## config.mk

```make
export PLATFORM = sky130hd
export DESIGN_NAME = capture_compare_timer
export DESIGN_NICKNAME = d
export VERILOG_FILES = /design/src/hdl/timer_pkg.sv /design/src/hdl/timer_prescaler.sv /design/src/hdl/capture_edge_detect.sv /design/src/hdl/capture_compare_timer.sv
export SDC_FILE = /design/constraint.sdc
export NUM_CORES = 1
export LEC_CHECK = 0
export BUFFER_PORTS_ARGS = -buffer_cell sky130_fd_sc_hd__buf_2
export CORE_MARGIN = 2
export CORE_UTILIZATION = 33
export DETAILED_ROUTE_END_ITERATION = 8
export GPL_ROUTABILITY_DRIVEN = 0
export MAX_ROUTING_LAYER = met4
export PLACE_DENSITY = 0.57
export SYNTH_ARGS = -nofsm -noshare
export SYNTH_HDL_FRONTEND = slang
export SYNTH_SLANG_ARGS = --single-unit
```

## constraint.sdc

```tcl
create_clock -name mclk -period 4.46 [get_ports mclk]
set_input_delay 0 -clock mclk [delete_from_list [all_inputs] [get_ports mclk]]
set_output_delay 0 -clock mclk [all_outputs]
set_load 0.03 [all_outputs]
```

## src/hdl/timer_pkg.sv

```systemverilog
// Shared constants and carriers for the capture/compare timer
package timer_pkg;

    // Register byte offsets in the control area
    localparam logic [7:0] OFS_CONTROL = 8'h12;
    localparam logic [7:0] OFS_STATUS  = 8'h13;
    localparam logic [7:0] OFS_CAP_HI  = 8'h14;
    localparam logic [7:0] OFS_CAP_LO  = 8'h15;
    localparam logic [7:0] OFS_CMP_HI  = 8'h16;
    localparam logic [7:0] OFS_CMP_LO  = 8'h17;
    localparam logic [7:0] OFS_CNT_HI  = 8'h18;
    localparam logic [7:0] OFS_CNT_LO  = 8'h19;
    localparam logic [7:0] OFS_ALT_HI  = 8'h1a;
    localparam logic [7:0] OFS_ALT_LO  = 8'h1b;

    // Control field positions
    localparam int BIT_CAP_IE = 7;
    localparam int BIT_CMP_IE = 6;
    localparam int BIT_OVF_IE = 5;
    localparam int BIT_EDGE   = 1;
    localparam int BIT_LEVEL  = 0;
    localparam logic [7:0] CONTROL_MASK = 8'he3;

    // Status field positions
    localparam int BIT_CAP_F = 7;
    localparam int BIT_CMP_F = 6;
    localparam int BIT_OVF_F = 5;

    // Reset values
    localparam logic [7:0]  CONTROL_RST = 8'h00;
    localparam logic [15:0] COUNT_RST   = 16'h0000;
    localparam logic [15:0] COMPARE_RST = 16'hffff;
    localparam logic [15:0] CAPTURE_RST = 16'h0000;
    localparam logic        PIN_RST     = 1'b0;

    // Prescaler ratio
    localparam int         PRESCALE_DIV  = 4;
    localparam logic [1:0] PRESCALE_LAST = 2'(PRESCALE_DIV - 1);

    // One processor bus cycle toward the timer
    typedef struct packed {
        logic       rd;
        logic       wr;
        logic [7:0] addr;
        logic [7:0] wdata;
    } bus_req_type;

endpackage : timer_pkg

```

## src/hdl/timer_prescaler.sv

```systemverilog
// Divide-by-four prescaler giving the counter its advance enable
`timescale 1ns/1ps
module timer_prescaler
    import timer_pkg::*;
(
    input  wire logic mclk,
    input  wire logic rst_b,
    input  wire logic stop,
    output logic      tick
);

    typedef struct packed {
        logic [1:0] div;
    } pre_state_type;

    pre_state_type st_q;
    pre_state_type st_d;

    // Phase held while stopped, so no partial period is lost
    always_comb
    begin
        st_d = st_q;
        if (!stop)
        begin
            st_d.div = st_q.div + 2'h1;
        end
    end

    // One pulse per four clocks, none in stop
    assign tick = (st_q.div == PRESCALE_LAST) && !stop;

    always_ff @(posedge mclk or negedge rst_b)
    begin
        if (!rst_b)
        begin
            st_q <= '0;
        end
        else
        begin
            st_q <= st_d;
        end
    end

endmodule : timer_prescaler

```

## src/hdl/capture_edge_detect.sv

```systemverilog
// Synchroniser and selectable edge detector for the capture pin
`timescale 1ns/1ps
module capture_edge_detect
    import timer_pkg::*;
(
    input  wire logic mclk,
    input  wire logic rst_b,
    input  wire logic capture_input_pin,
    input  wire logic capture_edge_select,
    output logic      edge_seen
);

    typedef struct packed {
        logic meta;
        logic sync;
        logic prev;
    } edge_state_type;

    edge_state_type st_q;
    edge_state_type st_d;

    // Two flops, then a history flop; meta feeds only sync
    always_comb
    begin
        st_d      = st_q;
        st_d.meta = capture_input_pin;
        st_d.sync = st_q.meta;
        st_d.prev = st_q.sync;
    end

    // One pulse per qualifying edge
    assign edge_seen = capture_edge_select ?
                       (st_q.sync && !st_q.prev) :
                       (!st_q.sync && st_q.prev);

    always_ff @(posedge mclk or negedge rst_b)
    begin
        if (!rst_b)
        begin
            st_q <= '0;
        end
        else
        begin
            st_q <= st_d;
        end
    end

endmodule : capture_edge_detect

```

## src/hdl/capture_compare_timer.sv

```systemverilog
// Capture/compare timer with byte registers on the processor bus
// Operation
// - Counter of 16 bits advances once every four clocks via prescaler.
// - Counter high read latches low byte for a matching later read.
// - Alternate counter location reads without clearing overflow flag.
// - Capture flag with capture enable bit 7 requests interrupt.
// - Compare flag with compare enable bit 6 requests interrupt.
// - Overflow flag with overflow enable bit 5 requests interrupt.
// - Control bit 1 picks rising (1) or falling (0) capture edge.
// - Compare match drives compare pin to control bit 0 level.
// - Selected capture edge sets status bit 7.
// - Status read then capture low read clears capture flag.
// - Counter equal to compare register sets status bit 6.
// - Status read then compare low read or write clears compare flag.
// - Counter wrap from all ones to zero sets status bit 5.
// - Status read then primary counter low read clears overflow flag.
// - Read-only capture register holds counter plus one at capture.
// - Compare match updates compare pin as well as the flag.
// - Stop freezes the prescaler and counter; capture still works; reset leaving stop restores reset state.
// - Timer runs in wait; enabled interrupt serves as wake request.
// - Ten byte registers: control, status, counter, alternate, capture, compare.
`timescale 1ns/1ps
module capture_compare_timer
    import timer_pkg::*;
(
    input  wire logic        mclk,
    input  wire logic        rst_b,
    input  wire bus_req_type bus_req,
    output logic [7:0]       bus_rdata,
    input  wire logic        stop,
    input  wire logic        capture_input_pin,
    output logic             compare_output_pin,
    output logic             timer_irq
);

    typedef struct packed {
        logic [7:0]  control;
        logic        cap_f;
        logic        cmp_f;
        logic        ovf_f;
        logic        arm_cap;
        logic        arm_cmp;
        logic        arm_ovf;
        logic [15:0] count;
        logic [7:0]  lo_buf;
        logic        lo_held;
        logic [7:0]  alt_buf;
        logic        alt_held;
        logic [15:0] capture;
        logic [15:0] compare;
        logic        pin;
        logic        irq;
        logic [7:0]  rdata;
    } timer_state_type;

    localparam timer_state_type STATE_RST = '{
        control:  CONTROL_RST,
        count:    COUNT_RST,
        capture:  CAPTURE_RST,
        compare:  COMPARE_RST,
        pin:      PIN_RST,
        default:  '0
    };

    timer_state_type st_q;
    timer_state_type st_d;

    logic        tick;
    logic        cap_evt;
    logic        cmp_evt;
    logic        ovf_evt;
    logic [15:0] count_next;

    // Bus decode helpers
    function automatic logic rd_hit(bus_req_type r, logic [7:0] ofs);
        return r.rd && (r.addr == ofs);
    endfunction : rd_hit

    function automatic logic wr_hit(bus_req_type r, logic [7:0] ofs);
        return r.wr && (r.addr == ofs);
    endfunction : wr_hit

    timer_prescaler u_prescaler (
        .mclk  (mclk),
        .rst_b (rst_b),
        .stop  (stop),
        .tick  (tick)
    );

    capture_edge_detect u_edge (
        .mclk                (mclk),
        .rst_b               (rst_b),
        .capture_input_pin   (capture_input_pin),
        .capture_edge_select (st_q.control[BIT_EDGE]),
        .edge_seen           (cap_evt)
    );

    // Hardware events of this clock
    assign count_next = st_q.count + 16'h0001;
    assign ovf_evt    = tick && (st_q.count == 16'hffff);
    assign cmp_evt    = tick && (count_next == st_q.compare);

    logic rd_status;
    logic rd_cap_lo;
    logic acc_cmp_lo;
    logic rd_cnt_hi;
    logic rd_cnt_lo;
    logic rd_alt_lo;

    assign rd_status  = rd_hit(bus_req, OFS_STATUS);
    assign rd_cap_lo  = rd_hit(bus_req, OFS_CAP_LO);
    assign acc_cmp_lo = rd_hit(bus_req, OFS_CMP_LO) ||
                        wr_hit(bus_req, OFS_CMP_LO);
    assign rd_cnt_hi  = rd_hit(bus_req, OFS_CNT_HI);
    assign rd_cnt_lo  = rd_hit(bus_req, OFS_CNT_LO);
    assign rd_alt_lo  = rd_hit(bus_req, OFS_ALT_LO);

    // Whole next state; clears come first so a same-cycle set wins
    always_comb
    begin
        st_d = st_q;

        // Counter advance; stop holds it through the prescaler
        if (tick)
        begin
            st_d.count = count_next;
        end

        // Register writes
        if (wr_hit(bus_req, OFS_CONTROL))
        begin
            st_d.control = bus_req.wdata & CONTROL_MASK;
        end
        if (wr_hit(bus_req, OFS_CMP_HI))
        begin
            st_d.compare[15:8] = bus_req.wdata;
        end
        if (wr_hit(bus_req, OFS_CMP_LO))
        begin
            st_d.compare[7:0] = bus_req.wdata;
        end

        // Read data mux over the ten locations
        st_d.rdata = 8'h00;
        if (bus_req.rd)
        begin
            unique case (bus_req.addr)
                OFS_CONTROL: st_d.rdata = st_q.control;
                OFS_STATUS:  st_d.rdata = {st_q.cap_f, st_q.cmp_f,
                                           st_q.ovf_f, 5'h00};
                OFS_CAP_HI:  st_d.rdata = st_q.capture[15:8];
                OFS_CAP_LO:  st_d.rdata = st_q.capture[7:0];
                OFS_CMP_HI:  st_d.rdata = st_q.compare[15:8];
                OFS_CMP_LO:  st_d.rdata = st_q.compare[7:0];
                OFS_CNT_HI,
                OFS_ALT_HI:  st_d.rdata = st_q.count[15:8];
                OFS_CNT_LO:  st_d.rdata = st_q.lo_held ?
                                          st_q.lo_buf : st_q.count[7:0];
                OFS_ALT_LO:  st_d.rdata = st_q.alt_held ?
                                          st_q.alt_buf : st_q.count[7:0];
                default:     st_d.rdata = 8'h00;
            endcase
        end

        // High read freezes low byte; the two locations keep own buffers
        if (rd_cnt_hi)
        begin
            st_d.lo_buf  = st_q.count[7:0];
            st_d.lo_held = 1'b1;
        end
        if (rd_cnt_lo)
        begin
            st_d.lo_held = 1'b0;
        end
        if (rd_hit(bus_req, OFS_ALT_HI))
        begin
            st_d.alt_buf  = st_q.count[7:0];
            st_d.alt_held = 1'b1;
        end
        if (rd_alt_lo)
        begin
            st_d.alt_held = 1'b0;
        end

        // Status read arms only the flags it showed as set
        if (rd_status)
        begin
            st_d.arm_cap = st_q.cap_f;
            st_d.arm_cmp = st_q.cmp_f;
            st_d.arm_ovf = st_q.ovf_f;
        end

        // Second step of each clear sequence
        if (rd_cap_lo && st_q.arm_cap)
        begin
            st_d.cap_f   = 1'b0;
            st_d.arm_cap = 1'b0;
        end
        if (acc_cmp_lo && st_q.arm_cmp)
        begin
            st_d.cmp_f   = 1'b0;
            st_d.arm_cmp = 1'b0;
        end
        if (rd_cnt_lo && st_q.arm_ovf)
        begin
            st_d.ovf_f   = 1'b0;
            st_d.arm_ovf = 1'b0;
        end

        // Event sets override any clear in the same cycle
        if (cap_evt)
        begin
            st_d.cap_f   = 1'b1;
            st_d.capture = count_next;
        end
        if (cmp_evt)
        begin
            st_d.cmp_f = 1'b1;
            st_d.pin   = st_q.control[BIT_LEVEL];
        end
        if (ovf_evt)
        begin
            st_d.ovf_f = 1'b1;
        end

        // Interrupt request; also the wake source out of wait
        st_d.irq = (st_d.cap_f && st_d.control[BIT_CAP_IE]) ||
                   (st_d.cmp_f && st_d.control[BIT_CMP_IE]) ||
                   (st_d.ovf_f && st_d.control[BIT_OVF_IE]);
    end

    // Async reset returns everything, including a stopped timer
    always_ff @(posedge mclk or negedge rst_b)
    begin
        if (!rst_b)
        begin
            st_q <= STATE_RST;
        end
        else
        begin
            st_q <= st_d;
        end
    end

    assign bus_rdata          = st_q.rdata;
    assign compare_output_pin = st_q.pin;
    assign timer_irq          = st_q.irq;
endmodule : capture_compare_timer

```

==> key figures, run 1 <==
Route
  • Post-route antenna net violation count: 0
  • Post-DR wirelength/cell: 20.1 microns
  • DRT Pass-1 Iters: 6
  • DR vias: 3780
  • DR vias/cell: 5.57
  • Residual DRC: 0
  • Total wire length: 13.7 mm
  • Initial DRC count: 496

Flow run
  • Max-cap violations: 0

Synthesis
  • Cell count after synthesis: 471
  • Syn_area_per_cell: 10.4 sq um
  • Sequential element share of the synthesized area: 47.2%
  • Syn nets: 495
  • Number of flops mapped to enable cells by yosys: 0
  • Post-synth cell types: 54
  • Synth Cell Area: 4920 sq um
  • Async SR Flop Fraction: 100%
  • Top_reg_cell synth: dfrtp_1
  • YS warnings: 0
  • Register bit count reported by yosys: 92

STA
  • Tcrit/Tclk final: 75.7%
  • Fmax: 296 MHz
  • Slew at the pin closest to its max-slew limit: 1.25 ns
  • Worst hold slack: 0.0302 ns
  • Final hold vios: 0
  • Final setup violation count: 0
  • Worst Skew: 0.00952 ns
  • Setup TNS: 0 ns
  • Fin crit period: 3.38 ns
  • Setup repair after global routing missed its margin: false
  • Worst rel slew slack: 16.0%
  • Final slew viol count: 0

Global route
  • Antenna violations before repair: 0
  • Largest net degree at the start of global routing: 55
  • First-pass GRT wire length: 21.2 mm
  • GRT Resource Usage Total: 17.9%
  • Vias in the first global route: 3700
  • Total grt overflow: 0

CTS
  • Clk Latency, worst-skew pair: 0.35 ns
  • Post-CTS setup buffer count: 0
  • # clock sinks: 92
  • Total CTS buffers: 9
  • Root Buffer: clkbuf_16
  • # hold bufs at CTS: 11
  • Post_cts resized: 0
  • CTS max path bufs: 2
  • Htree depth: 3
  • TritonCTS clock tree: built
  • Clk pin slew, worst setup/hold paths: 0.07 ns

Critical path
  • CP Capture Type: register
  • Worst r2r dst: compare_output_pin
  • Reg2Reg Launch Point: st_q[60]
  • R2r worst-path depth: 8
  • WP data arrival: 3.60 ns
  • Critical Path Fanout Max: 10
  • CP Launch Type: register
  • Crit path kind: register to register
  • CP required: 4.69 ns
  • R2r setup slk: 1.08 ns

Power and ir drop
  • Seq pwr share: 47.1%
  • NetSw: 0.605 mW
  • Clock Power Share: 38.1%
  • Leak: 2.37 nW
  • Logic pwr share: 14.9%
  • Switching Fraction: 27.9%
  • Peak VDD IR: 0.188 mV
  • Total internal power: 1.56 mW
  • Power Dens Cells: 388 nW/um^2

Place
  • Post-DP HPWL: 9.58 mm
  • Port-buffer cells: 31

Die
  • Die area: 15900 sq um
  • Die height: 126 microns
  • Core area: 14500 sq um
  • Die X-Extent: 126 microns
  • I/O pins: 32
  • Num rows: 44
  • Initial Utilization: 33.8%

Layout
  • Layout Nets: 515
  • Multi-input logic area: 2390 sq um
  • Register area: 2320 sq um
  • Ant diodes: 0
  • Fill cells: 1429
  • Layout area overhead: 13.4%
  • Share of cells above drive strength 1: 24.4%

Status
  • Status: completed

Min path
  • Hold endpoint: st_q[51]
  • Hold Startpoint: bus_req[17]
  • Worst hold path type: input port to register
  • Hold Path Stages: 2
[critical path: stages, from the launching register on]
cell and delay (ns):
dfrtp_1 0.54, ha_1 0.40, nand4_2 0.22, or4_1 0.72, nor2_2 0.25, xnor2_1 0.14
o211ai_1 0.13, or4_1 0.51, mux2_1 0.33
[how the worst max path moves through the flow]
stage | startpoint | endpoint | cells after the start
6_report | st_q[60] | compare_output_pin | 8
5_1_grt | st_q[60] | compare_output_pin | 8
4_1_cts | st_q[60] | compare_output_pin | 8
3_5_place_dp | st_q[60] | compare_output_pin | 8
3_3_place_gp | st_q[60] | compare_output_pin | 8
2_1_floorplan | st_q[61] | compare_output_pin | 10
[through the flow]
step           utilization (%)  setup WS [ns]  std cells  power, mW  cell area, sq um
5_1_grt                   38.4          0.946        679       2.25              5580
2_1_floorplan                -           1.60        471       1.23              4920
3_5_place_dp              35.5           1.17        653       1.34              5160
4_1_cts                   38.4           1.13        679       2.17              5580
3_3_place_gp              35.5           1.26        653       1.33              5160
6_report                  38.4           1.08        679       2.16              5580
[per-layer routing]
layer	global-route usage [%]	share of wire, %	vias up
li1	-	-	1712
met3	2.59	5.7	25
met1	23.7	46	1902
met4	8.92	3.1	0
met2	27.0	45	141
met5	-	0	-
[sequential cells by signal, summed over array words and instances, names as in the netlist]
register / cells
bus_rdata: 8
u_edge.st_d: 2
compare_output_pin: 1
st_q: 77
u_prescaler.st_q: 2
u_edge.st_q: 1
timer_irq: 1
[layout make-up]
cell class	count	area share [%]
Clock buffer	13	4.49
Clock inverter	2	1.08
Multi-Input combinational cell	335	42.9
Tap cell	184	4.13
Sequential cell	92	41.6
Timing Repair Buffer	45	5.21
Inverter	8	0.538
[power groups by stage]
| stage | Combinational [mW] | Sequential, mW | Clock [mW] |
|---|---|---|---|
| finish | 0.322 | 1.02 | 0.824 |
| CTS | 0.321 | 1.01 | 0.834 |
| detailed placement | 0.312 | 1.03 | 0 |
| global route | 0.351 | 1.03 | 0.870 |
| global placement | 0.303 | 1.03 | 0 |
| floorplan | 0.261 | 0.972 | 0 |
[Yosys cell counts, types with 4 or more instances]
cell,n,area share (%)
nand4_1,4,0.51
xnor2_1,31,5.5
dfstp_2,16,8.5
nor2_1,27,2.1
buf_2,6,0.61
clkbuf_1,19,1.5
dfrtp_1,76,39
a31oi_1,5,0.64
inv_1,8,0.61
or3_1,5,0.64
a21oi_1,21,2.1
nor2b_1,4,0.51
nor3_1,11,1.1
o21ai_0,23,2.3
a221oi_1,8,1.4
nand2_1,48,3.7
nand2b_1,6,0.76
xor2_1,14,2.5
mux2_2,44,10
a222oi_1,7,1.4
nand3_1,12,1.2
mux2i_1,16,3.3
buf_4,10,1.5
[logic make-up (layout without fill, tap and decap cells)]
logic type                 Yosys count  in the layout  share of synthesized area [%]
DFF                                 92             92                           47.2
buffers and inverters               44             68                           4.27
xor gates and xnor gates            46             46                           8.35
AOI/OAI and AO/OA                   87             87                           11.8
and+or+nand+nor                    139            139                           14.3
adders and majority gates            2              2                          0.509
muxes                               61             61                           13.6
[layout by cell type (no fill, tap or decap), types with 16 or more instances in the layout]
| master | count |
|---|---|
| a21oi_1 | 20 |
| buf_2 | 30 |
| dfrtp_1 | 76 |
| dfstp_2 | 16 |
| mux2_2 | 44 |
| mux2i_1 | 16 |
| nand2_1 | 48 |
| nor2_1 | 27 |
| o21ai_0 | 23 |
| xnor2_1 | 31 |
Power figures use the tool's default switching activity.
==> run 2: changes to the inputs <==
--- a/config.mk
+++ b/config.mk
@@ -5,13 +5,14 @@
 export SDC_FILE = /design/constraint.sdc
 export NUM_CORES = 1
 export LEC_CHECK = 0
+export ABC_AREA = 1
 export BUFFER_PORTS_ARGS = -buffer_cell sky130_fd_sc_hd__buf_2
 export CORE_MARGIN = 2
 export CORE_UTILIZATION = 33
 export DETAILED_ROUTE_END_ITERATION = 8
 export GPL_ROUTABILITY_DRIVEN = 0
 export MAX_ROUTING_LAYER = met4
-export PLACE_DENSITY = 0.57
+export PLACE_DENSITY = 0.58
 export SYNTH_ARGS = -nofsm -noshare
 export SYNTH_HDL_FRONTEND = slang
 export SYNTH_SLANG_ARGS = --single-unit
==> constraint.sdc (replaced) <==
create_clock -name mclk -period 2.95 [get_ports mclk]
set_input_delay 0 -clock mclk [delete_from_list [all_inputs] [get_ports mclk]]
set_output_delay 0 -clock mclk [all_outputs]
set_load 0.03 [all_outputs]
==> key figures, run 2 <==
Status
  • Status: completed

Route
  • Residual DRC: 0 (unchanged)
  • Post-route antenna net violation count: 0 (unchanged)
  • DRT Pass-1 Iters: 5 (-1)
  • Post-DR wirelength/cell: 15.8 microns (-22%)
  • Total wire length: 13.8 mm (+0.92%)
  • Initial DRC count: 363 (-27%)
  • DR vias/cell: 5.06 (-9.2%)
  • DR vias: 4420 (+17%)

CTS
  • CTS max path bufs: 2 (unchanged)
  • TritonCTS clock tree: built
  • Clk Latency, worst-skew pair: 0.35 ns (about the same)
  • Clk pin slew, worst setup/hold paths: 0.07 ns (about the same)
  • # clock sinks: 92 (unchanged)
  • Total CTS buffers: 9 (unchanged)
  • Post-CTS setup buffer count: 0 (unchanged)
  • Root Buffer: clkbuf_16
  • Htree depth: 3 (unchanged)

Synthesis
  • Count leader, synth: nand2_1
  • Syn_area_per_cell: 7.56 sq um (-28%)
  • Main combinational cell family by area after synthesis: simple AND/OR/NAND/NOR gates
  • Synth area leader: dfrtp_1
  • Area fraction of the dominant cell type after synthesis: 38.9% (+0.21 points)
  • Synth Area in XOR/XNOR: 0.537% (-7.8 points)
  • YS warnings: 0 (unchanged)
  • Syn nets: 671 (+36%)
  • Synth Cell Area: 4890 sq um (-0.53%)
  • Synth Area in Adders: 0.512% (+0.0027 points)
  • Ranking of synthesized cells by area: dfrtp_1, nand2_1, dfstp_2, o21ai_0, inv_1
  • Post-Synth Simple-Gate Area: 29.2% (+15 points)
  • Mux contribution to synthesized area: 0.230% (-13 points)
  • Async SR Flop Fraction: 100% (unchanged)
  • Register bit count reported by yosys: 92 (unchanged)
  • Cell count after synthesis: 647 (+37%)
  • Top_reg_cell synth: dfrtp_1
  • Post-synth cell types: 39 (-28%)
  • Synth Area in Compound Gates: 13.9% (+2.1 points)
  • Number of flops mapped to enable cells by yosys: 0 (unchanged)
  • Most frequent cells after synthesis: nand2_1, o21ai_0, dfrtp_1
  • Sequential element share of the synthesized area: 47.5% (+0.25 points)

Global route
  • Total grt overflow: 0 (unchanged)
  • Antenna violations before repair: 0 (unchanged)
  • First-pass GRT wire length: 22.6 mm (+6.4%)
  • GRT Resource Usage Total: 18.9% (+0.93 points)
  • Largest net degree at the start of global routing: 48 (-13%)
  • Vias in the first global route: 4250 (+15%)

Layout
  • Layout Nets: 709 (+38%)
  • Fill cells: 1543 (+8.0%)
  • Register area: 2320 sq um (unchanged)
  • Most common cell after layout, fill and taps aside: nand2_1
  • Most frequent cells in the layout: nand2_1, o21ai_0, dfrtp_1
  • Ant diodes: 0 (unchanged)
  • Core Util, Final: 38.9% (+0.50 points)
  • Max reg flops: 77 (unchanged)
  • Share of cells above drive strength 1: 13.3% (-11 points)
  • Layout area overhead: 15.5%
  • Largest register by flop count: st_q
  • Multi-input logic area: 2170 sq um (-9.2%)

STA
  • Setup TNS: 0 ns (unchanged)
  • Setup repair after global routing missed its margin: false
  • Worst rel slew slack: 58.0% (+42 points)
  • Fin crit period: 2.02 ns (-1.35 ns)
  • Worst hold slack: 0.0727 ns (+0.0425 ns)
  • Worst Skew: 0.00970 ns (+0.000186 ns)
  • Fmax: 495 MHz (+67%)
  • Tcrit/Tclk final: 68.5% (-7.2 points)
  • Final hold vios: 0 (unchanged)
  • Final slew viol count: 0 (unchanged)
  • Slew at the pin closest to its max-slew limit: 0.628 ns (-0.622 ns)
  • Final setup violation count: 0 (unchanged)

Place
  • Port-buffer cells: 31 (unchanged)
  • Post-DP HPWL: 10.4 mm (+8.8%)

Critical path
  • R2r setup slk: 0.93 ns (-0.16 ns)
  • Crit path kind: register to register
  • CP required: 3.24 ns (-1.45 ns)
  • Slowest CP cell: dfrtp_1
  • Most frequent cell on the critical path: nand2_1
  • CP Launch Type: register
  • CP max stage delay: 0.45 ns (-0.27 ns)
  • Worst path cell trace: ha_1, nand3_1, nor2_1, nand4_1, nand2_1, nand2_1, nand2_1, nand2_1, nor2_1, nand3_1, nand2_1, nand2_1, nand2_1
  • WP data arrival: 2.32 ns (-1.28 ns)
  • Critical Path Fanout Max: 6 (-4)
  • Worst r2r dst: timer_irq
  • CP Capture Type: register
  • R2r worst-path depth: 13 (+5)
  • Reg2Reg Launch Point: st_q[60]

Die
  • Die X-Extent: 126 microns (-0.26%)
  • I/O pins: 32 (unchanged)
  • Num rows: 44 (unchanged)
  • Die area: 15800 sq um (-0.52%)
  • Die height: 126 microns (-0.26%)
  • Initial Utilization: 33.7% (-0.18 points)
  • Core area: 14500 sq um (unchanged)

Power and ir drop
  • Design Power: 3.83 mW (+77%)
  • Peak VDD IR: 0.324 mV (+73%)
  • Power Dens Cells: 678 nW/um^2 (+75%)
  • Leak: 2.61 nW (+10%)

Flow run
  • Max-cap violations: 0 (unchanged)

Min path
  • Worst hold path type: input port to register
  • Hold Path Stages: 4 (+2)
  • Hold Startpoint: bus_req[16]
  • Hold endpoint: st_q[77]
-- run 2: cell types whose count changed in the layout (fill, tap and decap cells not counted), moves of 12 or more --
cell / before / now
mux2i_1: 16 / 0
mux2_2: 44 / 1
nor2_1: 27 / 40
nand2_1: 48 / 202
xnor2_1: 31 / 1
inv_1: 8 / 69
o21ai_0: 23 / 83
xor2_1: 14 / 2
nand3_1: 12 / 46
-- run 2: layout make-up --
cell class | count | share of cell area [%]
clock inverters | 6 | 1.66
clock buffers | 10 | 4.23
multi-input cells | 459 | 38.5
well taps | 184 | 4.08
inverters | 77 | 5.14
repair buffers | 46 | 5.32
flip-flops and latches | 92 | 41.1
-- run 2: repair_timing --
action / in CTS / in global routing
gates resized for setup: 0 / 0
hold buffers: 12 / 0
endpoints found under the hold margin: 73 / 0
setup endpoints to repair: 0 / 0
-- run 2: cells by family (layout without fill, tap and decap cells) --
group | after synthesis | in the layout
compound gates | 126 | 126
mux | 1 | 1
xor+xnor | 3 | 3
flops | 92 | 92
simple gates | 327 | 327
fa+ha+maj | 2 | 2
buf+inv | 96 | 139
-- run 2: critical path: cells and delay by family, from the launching register on --
| family | cells | cell delay (ns) |
|---|---|---|
| flip-flops | 1 | 0.45 |
| adder cells (fa/ha/maj) | 1 | 0.23 |
| AND/OR/NAND/NOR | 12 | 1.27 |
-- run 2: worst max-delay path by stage --
stage / from / endpoint / cells after the start
final: st_q[60] / timer_irq / 13
after global routing: st_q[60] / compare_output_pin / 12
after CTS: st_q[60] / timer_irq / 13
after detailed placement: st_q[60] / timer_irq / 13
after global placement: st_q[60] / compare_output_pin / 12
after floorplan: st_q[60] / compare_output_pin / 13
-- run 2: per-stage QoR --
step / cell area, sq um / worst slack, ns / std cells
2_1_floorplan: 4890 / 1.21 / 647
3_5_place_dp: 5200 / 0.959 / 846
4_1_cts: 5650 / 0.934 / 874
3_3_place_gp: 5200 / 1.05 / 846
5_1_grt: 5650 / 0.686 / 874
6_report: 5650 / 0.928 / 874
-- run 2: per-layer routing --
| layer | vias up | GRT usage [%] | wire [microns] | part of all wire (%) |
|---|---|---|---|---|
| met1 | 2079 | 25.8 | 6410 | 46 |
| met2 | 128 | 27.6 | 6090 | 44 |
| met5 | - | - | 0 | 0 |
| met4 | 0 | 8.86 | 516 | 3.7 |
| met3 | 28 | 2.85 | 770 | 5.6 |
| li1 | 2185 | - | - | - |
-- run 2: power by group --
group,switching (mW),total (mW),internal (mW)
Clock,0.515,1.29,0.773
Sequential,0.196,1.67,1.48
Combinational,0.581,0.866,0.285
